<file path="src/include/wdt_cfg.svh">
// watchdog register offsets, field positions, reset values and timing counts
`ifndef WDT_CFG_SVH
`define WDT_CFG_SVH
`define WDT_CTRL_OFS        8'h00
`define WDT_STAT_OFS        8'h04
`define WDT_INT_STAT_OFS    8'h08
`define WDT_INT_MASK_OFS    8'h0C
`define WDT_PRESCALE_LSB    1
`define WDT_PRESCALE_W      5
`define WDT_SWEN_BIT        0
`define WDT_PRESCALE_RESET  5'h0B
`define WDT_PRESCALE_MAX    5'h12
`define WDT_CORE_HZ         100000000
`define WDT_LFOSC_HZ        31000
`define WDT_TICK_NS         1000000
`define WDT_TICK_CYCLES     (`WDT_TICK_NS / (1000000000 / `WDT_CORE_HZ))
`define WDT_STAT_TIMEOUT    0
`define WDT_STAT_POWERDOWN  1
`define WDT_STAT_WDRESET    2
`define WDT_INT_EXPIRE      0
`define WDT_INT_WAKE        1
`endif

</file>
<file path="src/include/wdt_pkg.sv">
// watchdog shared types
package wdt_pkg;
	typedef enum logic [1:0] {
		MODE_OFF      = 2'b00,
		MODE_SOFTWARE = 2'b01,
		MODE_AWAKE    = 2'b10,
		MODE_ALWAYS   = 2'b11
	} wdt_mode_t;
	typedef enum logic [1:0] {
		ST_IDLE  = 2'b00,
		ST_COUNT = 2'b01,
		ST_FIRED = 2'b10
	} wdt_state_t;
endpackage

</file>
<file path="src/hdl/wdt_core.sv">
// watchdog counter with sleep wake, reset request and AXI4-Lite registers
//
// The placing of the registers and the AXI4-Lite slave port were chosen for this implementation.
`timescale 1ns/1ps
`default_nettype none
`include "wdt_cfg.svh"
module wdt_core
	import wdt_pkg::*;
#(
	parameter int TICK_CYCLES = `WDT_TICK_CYCLES
)
(
	input  wire logic        core_clk,
	input  wire logic        sys_rst,
	input  wire logic [1:0]  watchdog_mode_config,
	input  wire logic        clear_watchdog_instruction,
	input  wire logic        sleep_active,
	input  wire logic        osc_fail,
	input  wire logic [3:0]  oscillator_divider_select,
	input  wire logic [7:0]  s_axi_awaddr,
	input  wire logic        s_axi_awvalid,
	output var  logic        s_axi_awready,
	input  wire logic [31:0] s_axi_wdata,
	input  wire logic [3:0]  s_axi_wstrb,
	input  wire logic        s_axi_wvalid,
	output var  logic        s_axi_wready,
	output var  logic [1:0]  s_axi_bresp,
	output var  logic        s_axi_bvalid,
	input  wire logic        s_axi_bready,
	input  wire logic [7:0]  s_axi_araddr,
	input  wire logic        s_axi_arvalid,
	output var  logic        s_axi_arready,
	output var  logic [31:0] s_axi_rdata,
	output var  logic [1:0]  s_axi_rresp,
	output var  logic        s_axi_rvalid,
	input  wire logic        s_axi_rready,
	output var  logic        wdt_reset_req,
	output var  logic        wake_req,
	output var  logic        irq
);
	logic                          tick;
	logic [`WDT_PRESCALE_W-1:0]    timeout_prescale_select;
	logic                          software_watchdog_enable;
	logic [27:0]                   wdt_count;
	logic                          sleep_d;
	logic                          timeout_flag;
	logic                          powerdown_flag;
	logic                          watchdog_reset_flag;
	logic [1:0]                    int_stat;
	logic [1:0]                    int_mask;
	logic                          wdt_active;
	logic                          expire;
	logic                          clear_cnt;
	logic [27:0]                   limit;
	logic                          aw_hold;
	logic                          w_hold;
	logic [7:0]                    aw_addr;
	logic [31:0]                   w_data;
	logic [3:0]                    w_strb;
	logic                          wr_go;
	logic                          rd_go;
	logic                          stat_rd;
	logic                          int_rd;
	logic [31:0]                   next_rdata;
	wdt_mode_t                     mode;
	wdt_state_t                    state;

	wdt_tick_gen #(
		.TICK_CYCLES (TICK_CYCLES)
	) u_tick (
		.core_clk (core_clk),
		.sys_rst  (sys_rst),
		.tick     (tick)
	);

	assign mode = wdt_mode_t'(watchdog_mode_config);

	always_comb begin
		case (mode)
			MODE_ALWAYS:   wdt_active = 1'b1;
			MODE_AWAKE:    wdt_active = ~sleep_active;
			MODE_SOFTWARE: wdt_active = software_watchdog_enable;
			MODE_OFF:      wdt_active = 1'b0;
			default:       wdt_active = 1'b0;
		endcase
	end

	// period = 2^select ms, select 0 -> 1 ms, select 18 -> 262.144 s
	assign limit = 28'h0000001 << timeout_prescale_select;

	// divider select deliberately not in this term
	assign clear_cnt = clear_watchdog_instruction | osc_fail | ~wdt_active
		| (sleep_active ^ sleep_d);
	// a clear in the same cycle wins over the expiry
	assign expire = (state == ST_COUNT) && tick && !clear_cnt
		&& (wdt_count == limit - 28'h0000001);

	always_ff @(posedge core_clk) begin
		if (sys_rst) begin
			sleep_d <= 1'b0;
		end else begin
			sleep_d <= sleep_active;
		end
	end

	always_ff @(posedge core_clk) begin
		if (sys_rst) begin
			state     <= ST_IDLE;
			wdt_count <= 28'h0000000;
		end else if (clear_cnt) begin
			wdt_count <= 28'h0000000;
			state     <= wdt_active ? ST_COUNT : ST_IDLE;
		end else begin
			case (state)
				ST_IDLE:  state <= ST_COUNT;
				ST_COUNT: begin
					if (expire) begin
						state     <= ST_FIRED;
						wdt_count <= 28'h0000000;
					end else if (tick) begin
						wdt_count <= wdt_count + 28'h0000001;
					end
				end
				ST_FIRED: state <= ST_COUNT;
				default:  state <= ST_IDLE;
			endcase
		end
	end

	always_ff @(posedge core_clk) begin
		if (sys_rst) begin
			wdt_reset_req <= 1'b0;
			wake_req      <= 1'b0;
		end else begin
			wdt_reset_req <= expire & ~sleep_active;
			wake_req      <= expire & sleep_active;
		end
	end

	// status flags: all raised by reset, timeout and powerdown by clear; expiry lowers timeout and, in sleep, powerdown, else wdreset
	always_ff @(posedge core_clk) begin
		if (sys_rst) begin
			timeout_flag        <= 1'b1;
			powerdown_flag      <= 1'b1;
			watchdog_reset_flag <= 1'b1;
		end else if (expire) begin
			timeout_flag        <= 1'b0;
			powerdown_flag      <= ~sleep_active;
			watchdog_reset_flag <= sleep_active;
		end else if (clear_watchdog_instruction) begin
			timeout_flag   <= 1'b1;
			powerdown_flag <= 1'b1;
		end
	end

	// bus write channel
	assign wr_go = aw_hold & w_hold & ~s_axi_bvalid;
	always_ff @(posedge core_clk) begin
		if (sys_rst) begin
			aw_hold       <= 1'b0;
			w_hold        <= 1'b0;
			aw_addr       <= 8'h00;
			w_data        <= 32'h00000000;
			w_strb        <= 4'h0;
			s_axi_awready <= 1'b0;
			s_axi_wready  <= 1'b0;
			s_axi_bvalid  <= 1'b0;
			s_axi_bresp   <= 2'b00;
		end else begin
			s_axi_awready <= ~aw_hold & ~s_axi_awready & s_axi_awvalid;
			s_axi_wready  <= ~w_hold & ~s_axi_wready & s_axi_wvalid;
			if (s_axi_awvalid & s_axi_awready) begin
				aw_hold <= 1'b1;
				aw_addr <= s_axi_awaddr;
			end
			if (s_axi_wvalid & s_axi_wready) begin
				w_hold <= 1'b1;
				w_data <= s_axi_wdata;
				w_strb <= s_axi_wstrb;
			end
			if (wr_go) begin
				aw_hold      <= 1'b0;
				w_hold       <= 1'b0;
				s_axi_bvalid <= 1'b1;
				s_axi_bresp  <= (aw_addr == `WDT_CTRL_OFS || aw_addr == `WDT_INT_MASK_OFS
					|| aw_addr == `WDT_STAT_OFS || aw_addr == `WDT_INT_STAT_OFS) ? 2'b00 : 2'b10;
			end else if (s_axi_bready) begin
				s_axi_bvalid <= 1'b0;
			end
		end
	end

	always_ff @(posedge core_clk) begin
		if (sys_rst) begin
			timeout_prescale_select  <= `WDT_PRESCALE_RESET;
			software_watchdog_enable <= 1'b0;
			int_mask                 <= 2'b00;
		end else if (wr_go && w_strb[0]) begin
			if (aw_addr == `WDT_CTRL_OFS) begin
				software_watchdog_enable <= w_data[`WDT_SWEN_BIT];
				if (w_data[`WDT_PRESCALE_LSB +: `WDT_PRESCALE_W] <= `WDT_PRESCALE_MAX)
					timeout_prescale_select <= w_data[`WDT_PRESCALE_LSB +: `WDT_PRESCALE_W];
			end
			if (aw_addr == `WDT_INT_MASK_OFS)
				int_mask <= w_data[1:0];
		end
	end

	// bus read channel
	assign rd_go   = s_axi_arvalid & s_axi_arready;
	assign stat_rd = rd_go && (s_axi_araddr == `WDT_INT_STAT_OFS);
	always_comb begin
		next_rdata = 32'h00000000;
		case (s_axi_araddr)
			`WDT_CTRL_OFS: begin
				next_rdata[`WDT_SWEN_BIT] = software_watchdog_enable;
				next_rdata[`WDT_PRESCALE_LSB +: `WDT_PRESCALE_W] = timeout_prescale_select;
			end
			`WDT_STAT_OFS: begin
				next_rdata[`WDT_STAT_TIMEOUT]   = timeout_flag;
				next_rdata[`WDT_STAT_POWERDOWN] = powerdown_flag;
				next_rdata[`WDT_STAT_WDRESET]   = watchdog_reset_flag;
				next_rdata[8]                   = wdt_active;
			end
			`WDT_INT_STAT_OFS: next_rdata[1:0] = int_stat;
			`WDT_INT_MASK_OFS: next_rdata[1:0] = int_mask;
			default:           next_rdata = 32'h00000000;
		endcase
	end

	assign int_rd = stat_rd;
	always_ff @(posedge core_clk) begin
		if (sys_rst) begin
			s_axi_arready <= 1'b0;
			s_axi_rvalid  <= 1'b0;
			s_axi_rdata   <= 32'h00000000;
			s_axi_rresp   <= 2'b00;
		end else begin
			s_axi_arready <= ~s_axi_arready & ~s_axi_rvalid & s_axi_arvalid;
			if (rd_go) begin
				s_axi_rvalid <= 1'b1;
				s_axi_rdata  <= next_rdata;
				s_axi_rresp  <= (s_axi_araddr == `WDT_CTRL_OFS || s_axi_araddr == `WDT_STAT_OFS
					|| int_rd || s_axi_araddr == `WDT_INT_MASK_OFS) ? 2'b00 : 2'b10;
			end else if (s_axi_rready) begin
				s_axi_rvalid <= 1'b0;
			end
		end
	end

	// sticky events; a new event in the read cycle survives
	always_ff @(posedge core_clk) begin
		if (sys_rst) begin
			int_stat <= 2'b00;
		end else begin
			int_stat <= (int_rd ? 2'b00 : int_stat)
				| {expire & sleep_active, expire & ~sleep_active};
		end
	end

	always_ff @(posedge core_clk) begin
		if (sys_rst) begin
			irq <= 1'b0;
		end else begin
			irq <= |(int_stat & int_mask);
		end
	end

	chk_sleep_no_reset: assert property (@(posedge core_clk) disable iff (sys_rst)
		expire && sleep_active |=> !wdt_reset_req && wake_req)
		else $error("expiry in sleep must wake, not reset");
	chk_awake_reset: assert property (@(posedge core_clk) disable iff (sys_rst)
		expire && !sleep_active |=> wdt_reset_req && !wake_req)
		else $error("expiry while awake must reset");
	chk_clear_instr: assert property (@(posedge core_clk) disable iff (sys_rst)
		clear_watchdog_instruction |=> wdt_count == 28'h0000000)
		else $error("clear instruction did not clear counter");
	chk_disable_zero: assert property (@(posedge core_clk) disable iff (sys_rst)
		mode == MODE_OFF |=> wdt_count == 28'h0000000 && !wdt_reset_req)
		else $error("disabled watchdog counted");
	chk_sleep_edge: assert property (@(posedge core_clk) disable iff (sys_rst)
		$changed(sleep_active) |=> wdt_count == 28'h0000000)
		else $error("sleep transition did not clear counter");
	chk_divider_free: assert property (@(posedge core_clk) disable iff (sys_rst)
		$changed(oscillator_divider_select) && !clear_cnt && !tick && state == ST_COUNT
		|=> $stable(wdt_count))
		else $error("divider change disturbed counter");
	chk_flags_expiry: assert property (@(posedge core_clk) disable iff (sys_rst)
		expire |=> !timeout_flag && watchdog_reset_flag == $past(sleep_active))
		else $error("expiry flags not updated");
	chk_count_limit: assert property (@(posedge core_clk) disable iff (sys_rst)
		wdt_count < limit)
		else $error("counter passed selected period");
	chk_reset_default: assert property (@(posedge core_clk)
		$past(sys_rst) |-> timeout_prescale_select == `WDT_PRESCALE_RESET)
		else $error("prescale not at two seconds after reset");
	chk_tick_space: assert property (@(posedge core_clk) disable iff (sys_rst)
		tick |=> !tick [*8])
		else $error("tick too frequent");
	cov_wake: cover property (@(posedge core_clk) wake_req);
	cov_reset: cover property (@(posedge core_clk) wdt_reset_req);
	cov_irq: cover property (@(posedge core_clk) irq);
endmodule // wdt_core
`default_nettype wire

</file>
<file path="src/hdl/wdt_tick_gen.sv">
// millisecond tick enable derived from the core clock
`timescale 1ns/1ps
`default_nettype none
`include "wdt_cfg.svh"
module wdt_tick_gen #(
	parameter int TICK_CYCLES = `WDT_TICK_CYCLES
) (
	input  wire logic core_clk,
	input  wire logic sys_rst,
	output var  logic tick
);
	logic [19:0] div_cnt;

	// free running; does not depend on the core divider select
	always_ff @(posedge core_clk) begin
		if (sys_rst) begin
			div_cnt <= 20'h00000;
			tick    <= 1'b0;
		end else if (div_cnt == 20'(TICK_CYCLES - 1)) begin
			div_cnt <= 20'h00000;
			tick    <= 1'b1;
		end else begin
			div_cnt <= div_cnt + 20'h00001;
			tick    <= 1'b0;
		end
	end
endmodule // wdt_tick_gen
`default_nettype wire

</file>
<file path="config.mk">
export PLATFORM = sky130hd
export DESIGN_NAME = wdt_core
export DESIGN_NICKNAME = d
export VERILOG_FILES = /design/src/include/wdt_pkg.sv /design/src/hdl/wdt_core.sv /design/src/hdl/wdt_tick_gen.sv
export VERILOG_INCLUDE_DIRS = /design/src /design/src/include
export SDC_FILE = /design/constraint.sdc
export NUM_CORES = 1
export LEC_CHECK = 0
export ABC_AREA = 1
export BUFFER_PORTS_ARGS = -buffer_cell sky130_fd_sc_hd__buf_2
export CAP_MARGIN = 5
export CORE_ASPECT_RATIO = 0.75
export CORE_UTILIZATION = 35
export CTS_CLUSTER_DIAMETER = 60
export DETAILED_ROUTE_END_ITERATION = 8
export PLACE_DENSITY = 0.55
export SYNTH_ARGS = -nofsm -noshare
export SYNTH_HDL_FRONTEND = slang
export SYNTH_SLANG_ARGS = --single-unit
</file>
<file path="constraint.sdc">
create_clock -name core_clk -period 2.5 [get_ports core_clk]
set_clock_uncertainty 0.05 [all_clocks]
set_input_delay 0.25 -clock core_clk [delete_from_list [all_inputs] [get_ports core_clk]]
set_output_delay 0.25 -clock core_clk [all_outputs]
set_load 0.01 [all_outputs]
</file>
==> results of run 1 <==
power breakdown:
group	switching [mW]	leakage (nW)	internal (mW)	total, mW
combinational	0.106	2.68	0.0583	0.164
sequential	0.0165	0.801	1.60	1.62
clock	0.725	0.152	0.721	1.45
metal layers:
metal | up-vias | wire length [um] | global-route usage
li1 | 3336 | - | -
met1 | 2825 | 9630 | 0.298
met2 | 129 | 6850 | 0.271
met3 | 13 | 784 | 0.0317
met4 | 0 | 189 | 0.0527
met5 | - | 0 | 0
path summary, 6_finish.rpt:
| path | from | to | slack [ns] | depth (start not counted) |
|---|---|---|---|---|
| max | timeout_prescale_select[0]$_SDFFE_PP1P_ | int_stat[1]$_SDFF_PP0_ | -0.16 | 21 |
| min | s_axi_awvalid | s_axi_awready$_SDFF_PP0_ | 0.06 | 3 |
| max reg2reg | timeout_prescale_select[0]$_SDFFE_PP1P_ | int_stat[1]$_SDFF_PP0_ | -0.16 | 21 |
| min reg2reg | w_hold$_SDFFE_PP0P_ | s_axi_wready$_SDFF_PP0_ | 0.38 | 1 |
cells in the mapped netlist, types with 2 or more instances:
library cell / number
nor2_1: 141
nor2_2: 19
inv_1: 122
xor2_1: 40
clkbuf_1: 11
a31oi_1: 2
nand4_2: 4
nand4_1: 24
a211oi_1: 2
inv_2: 4
ha_1: 3
buf_6: 2
nand3b_1: 2
nor4_1: 11
nor2_4: 3
nor3_1: 22
nand3_1: 75
nor3b_1: 3
nand2_1: 232
o22ai_1: 2
dfxtp_1: 99
nand2_2: 3
nand3_2: 6
o21ai_0: 41
xnor2_1: 9
o211ai_1: 5
and3_1: 2
a21oi_1: 32
buf_4: 32
or2_2: 2
buf_2: 2
sequential cells by signal (all words and copies together), names as in the netlist, 2 cells and up:
register and cells:
wdt_count 28, u_tick.div_cnt 20, aw_addr 8, s_axi_rdata 7, w_data 6, timeout_prescale_select 5
int_mask 2, int_stat 2, state 2
cell type report:
type | instances | area share
Clock inverter | 7 | 0.0114
Timing Repair Buffer | 157 | 0.134
Inverter | 127 | 0.0619
Clock buffer | 9 | 0.0282
Tap cell | 236 | 0.0370
Sequential cell | 99 | 0.249
Multi-Input combinational cell | 722 | 0.478
metrics by stage:
step / cells / worst slack, ns / util
CTS: 1354 / -0.163 / 0.457
detailed placement: 1335 / -0.274 / 0.430
global route: 1357 / -0.407 / 0.466
global placement: 1335 / -0.258 / 0.430
finish: 1357 / -0.157 / 0.466
floorplan: 995 / -0.0934 / -
worst max-delay path: stages, from the launching register on:
cell	delay, ns
dfxtp_2	0.35
buf_6	0.12
nor2_4	0.12
nand4_4	0.10
ha_4	0.29
inv_2	0.03
nand2_2	0.06
nand2_1	0.04
nor2_1	0.08
nand3_1	0.12
nor2_1	0.11
nand3_1	0.08
nor2_1	0.13
nand2_1	0.08
nor2_1	0.09
nand2_1	0.05
nor2_1	0.10
nand3_2	0.12
nor2_4	0.15
inv_4	0.06
buf_4	0.15
o21ai_1	0.10
logic make-up (layout without fill, tap and decap cells):
family                     Yosys count  in the layout  share of synthesized area
buffers and inverters              175            300                      0.130
adders and majority gates            3              3                    0.00602
and+or+nand+nor                    552            553                      0.398
DFF                                 99             99                      0.318
xor gates and xnor gates            49             49                     0.0688
other                                1             27                   0.000601
AOI/OAI and AO/OA                   90             90                     0.0788
timing repair:
action | 4_1_cts | 5_1_grt
endpoints found under the setup margin | 37 | 37
gates cloned | 1 | 0
buffers inserted | 2 | 3
resized for setup | 35 | 31
endpoints found under the hold margin | 0 | 0
pin swaps | 11 | 7
==> flow_metrics.py, run 1 <==
metrics = {
    "run_status": {
        "status": "finished with violations",
        "failed_checks": "setup timing",
    },
    "placement": {
        "dp_hpwl_mm": 13.5,
        "portBuffers": 51,
        "gp_congestion": 0.887,
        "dpl-instance-area_um2": 7370,
    },
    "clocking": {
        "h-tree-depth": 3,
        "cts_made_buffers": 9,
        "cts_hold_buffers": 0,
        "clock-sinks": 99,
        "cts-root-buf": "clkbuf_16",
        "clk_pin_slew_worst_paths_ns": 0.08,
        "cts_buffer_depth": 2,
        "worstSkewPairLatency_ns": 0.36,
        "cts_tree": "done",
    },
    "global_routing": {
        "grt_max_degree": 39,
        "overflow": 0,
        "antenna_found_initial": 0,
        "grt_pass1_vias": 5609,
        "grt_first_pass_wirelength_mm": 28.1,
        "grtUsageTotal": 0.194,
    },
    "synth": {
        "synth_area_leader_cell": "dfxtp_1",
        "synth.cell_area_um2": 6240,
        "synthArstFlopShare": 0,
        "synth.area.top_cells": "dfxtp_1 32%, nand2_1 14%, nor2_1 8.5%",
        "ys_seq_area_frac": 0.318,
        "ys_types": 43,
        "synth-edff-count": 0,
        "yosys_warnings": 0,
        "synth_top_area_frac": 0.318,
        "ys_ff_latch": 99,
        "synthCells": 969,
        "synth.avg_cell_area_um2": 6.44,
        "synth_flop_cell": "dfxtp_1",
    },
    "die": {
        "io_pins": 112,
        "chipWidth_um": 156,
        "dieArea_um2": 18400,
        "start_util": 0.364,
        "die_height_um": 118,
        "coreArea_um2": 17100,
        "row_count": 41,
    },
    "timing": {
        "rsz0062_at_grt": "true",
        "clock.fmax_ghz": 0.376,
        "period_minus_slack_ns": 2.66,
        "setup_slack_ns": -0.157,
        "fin_crit_sh": 1.06,
        "drv_slew": 0,
        "fin_setup_tns_ns": -4.49,
        "hold_viol": 0,
        "worst_hold_slack_ns": 0.0644,
        "finalSetupViolations": 36,
    },
    "job": {
        "cap_viol_max_count": 0,
    },
    "finish": {
        "final_common_cell": "nand2_1",
        "layout-drive-gt1-share": 0.236,
        "area_growth_pct": 27.8,
        "nets": 1187,
        "multi_input_area_um2": 3810,
        "layout_common_cells": "222 x nand2_1, 128 x nor2_1, 119 x inv_1",
        "fill_cells": 1818,
        "regArea_um2": 1990,
        "n_antenna_cell": 0,
        "stdcell_area_um2": 7980,
    },
    "critical_path": {
        "cp_data_required_time_ns": 2.75,
        "worstSetupEndpointType": "flip-flop",
        "worstSetupPathType": "reg -> reg",
        "cp_max_fo": 3,
        "startpoint_type": "flip-flop",
        "cp.arrival_ns": 2.90,
    },
    "power_and_ir_drop": {
        "total_power_mw": 3.23,
        "peakVddDrop_uv": 400,
        "p_leak_nw": 3.63,
        "pwr_density_cell_nw_per_um2": 405,
    },
    "drt": {
        "dr.first_iter.drc_count": 448,
        "drtPass1Iterations": 5,
        "wl_per_cell_um": 12.9,
        "num_vias": 6303,
        "routed_wl_mm": 17.5,
        "ant_nets": 0,
        "remaining_drc_errors": 0,
        "viasPerCell": 4.64,
    },
    "hold_path": {
        "hold_path_class": "in -> reg",
    },
}
Note: power is estimated with default switching activity, not from simulation.
==> run 2, diff against run 1 <==
Settings changed: CORE_UTILIZATION 35 to 45, PLACE_DENSITY 0.55 to 0.68.
==> flow_metrics.py, run 2 (same netlist as run 1, synthesis figures left out) <==
metrics = {
    "global_routing": {
        "use_met1": 0.363,
        "top_usage_layer": "met1",
        "grt_first_pass_wirelength_mm": 26.9,
        "grt_pass1_vias": 5535,
        "grt_max_degree": 39,
        "antenna_found_initial": 0,
        "grtUsageTotal": 0.237,
        "grtUsageMet3": 0.0395,
        "overflow": 0,
        "grtUsageMet2": 0.341,
    },
    "critical_path": {
        "rr_worst_depth": 19,
        "worstSetupPathType": "reg -> reg",
        "startpoint_type": "flip-flop",
        "cp_data_required_time_ns": 2.73,
        "cp.arrival_ns": 2.94,
        "cp_max_fo": 3,
        "worstSetupEndpointType": "flip-flop",
    },
    "drt": {
        "routed_wl_mm": 17.2,
        "remaining_drc_errors": 0,
        "viasPerCell": 5.00,
        "wl_per_cell_um": 13.4,
        "num_vias": 6436,
        "drtPass1Iterations": 5,
        "dr.first_iter.drc_count": 493,
        "ant_nets": 0,
    },
    "hold_path": {
        "hold_path_class": "in -> reg",
        "min_path_cells": 3,
    },
    "timing": {
        "drv_slew": 0,
        "clock.fmax_ghz": 0.370,
        "slew_headroom": 0.562,
        "hold_viol": 0,
        "rsz0062_at_grt": "true",
        "finalSetupViolations": 37,
        "tightest_slew_ns": 0.655,
        "period_minus_slack_ns": 2.70,
        "worst_hold_slack_ns": 0.0818,
        "fin_crit_sh": 1.08,
        "setup_slack_ns": -0.200,
    },
    "finish": {
        "reg.largest.list": "wdt_count: 28 flops, u_tick.div_cnt: 20 flops, aw_addr: 8 flops",
        "final_cells": 1287,
        "nets": 1182,
        "regMostFlops": "wdt_count",
        "layout-drive-gt1-share": 0.257,
        "largest_register_ff_count": 28,
        "area_growth_pct": 27.8,
        "final_common_cell": "nand2_1",
        "n_antenna_cell": 0,
        "layout_common_cells": "202 x nand2_1, 124 x nor2_1, 119 x inv_1",
    },
    "die": {
        "coreArea_um2": 13200,
        "dieArea_um2": 14300,
        "die_height_um": 104,
        "start_util": 0.471,
        "io_pins": 112,
        "row_count": 36,
        "chipWidth_um": 138,
    },
    "placement": {
        "portBuffers": 51,
        "gp_congestion": 0.907,
        "dp_cells": 1253,
        "dp_hpwl_mm": 12.7,
        "pre_cts_slack_ns": -0.216,
    },
    "clocking": {
        "h-tree-depth": 3,
        "clock-sinks": 99,
        "cts_hold_buffers": 0,
        "clk_pin_slew_worst_paths_ns": 0.08,
        "cts-root-buf": "clkbuf_16",
        "cts_made_buffers": 9,
        "cts_tree": "done",
        "worstSkewPairLatency_ns": 0.35,
        "cts_buffer_depth": 2,
    },
    "power_and_ir_drop": {
        "total_power_mw": 3.18,
        "p_leak_nw": 3.63,
        "peakVddDrop_uv": 310,
        "pwr_density_cell_nw_per_um2": 399,
    },
    "run_status": {
        "status": "finished with violations",
        "failed_checks": "setup timing",
    },
    "job": {
        "cap_viol_max_count": 0,
    },
}
==> run 2: metal layers <==
metal  part of all wire  vias up
li1                   -     3328
met1               0.52     2914
met2               0.42      170
met3              0.047       24
met4              0.012        0
met5                  0        -
==> run 2: final timing paths <==
check | startpoint | slack [ns] | endpoint
max | timeout_prescale_select[0]$_SDFFE_PP1P_ | -0.20 | int_stat[1]$_SDFF_PP0_
min reg2reg | aw_hold$_SDFFE_PP0P_ | 0.38 | s_axi_awready$_SDFF_PP0_
min | s_axi_awvalid | 0.08 | s_axi_awready$_SDFF_PP0_
max reg2reg | timeout_prescale_select[0]$_SDFFE_PP1P_ | -0.20 | int_stat[1]$_SDFF_PP0_
==> run 2: critical path, stage by stage, from the launching register on <==
cell and delay [ns]:
dfxtp_2 0.34, buf_6 0.12, nor2_4 0.10, buf_4 0.12, buf_6 0.09, nand4_1 0.17
buf_4 0.20, buf_4 0.13, inv_1 0.05, nand2_1 0.07, nand3_1 0.12, nand2_1 0.12
nor2_1 0.10, nand3_1 0.09, nor2_1 0.10, nand2_1 0.17, nor2_4 0.17, inv_4 0.08
buf_6 0.13, o21ai_1 0.11
==> run 2: final cells by class <==
type                    instances  area (um2)
fillers                      1252        5270
well taps                     171         214
inverters                     127         494
repair buffers                151        1050
multi-input cells             723        3930
clock buffers                   9         225
flip-flops and latches         99        1990
clock inverters                 7        71.3
==> run 2: metrics by stage <==
stage / utilization / area [um2] / TNS (ns)
after global routing: 0.602 / 7970 / -12.50
after detailed placement: 0.541 / 7160 / -5.84
after CTS: 0.574 / 7600 / -2.41
after global placement: 0.541 / 7160 / -5.25
final: 0.602 / 7970 / -6.06
after floorplan: - / 6400 / -0.912
==> run 2: power by group <==
part,switching [mW],internal (mW),leakage (nW)
clock,0.692,0.704,0.139
combinational,0.106,0.0584,2.69
sequential,0.0166,1.60,0.801
total,0.815,2.36,3.63
==> run 2: timing repair <==
item                                    CTS  global route
endpoints found under the setup margin   37            37
gates cloned                              1             1
endpoints found under the hold margin     0             0
gates resized for setup                  29            76
buffers inserted                          6            10
pin swaps                                15            28
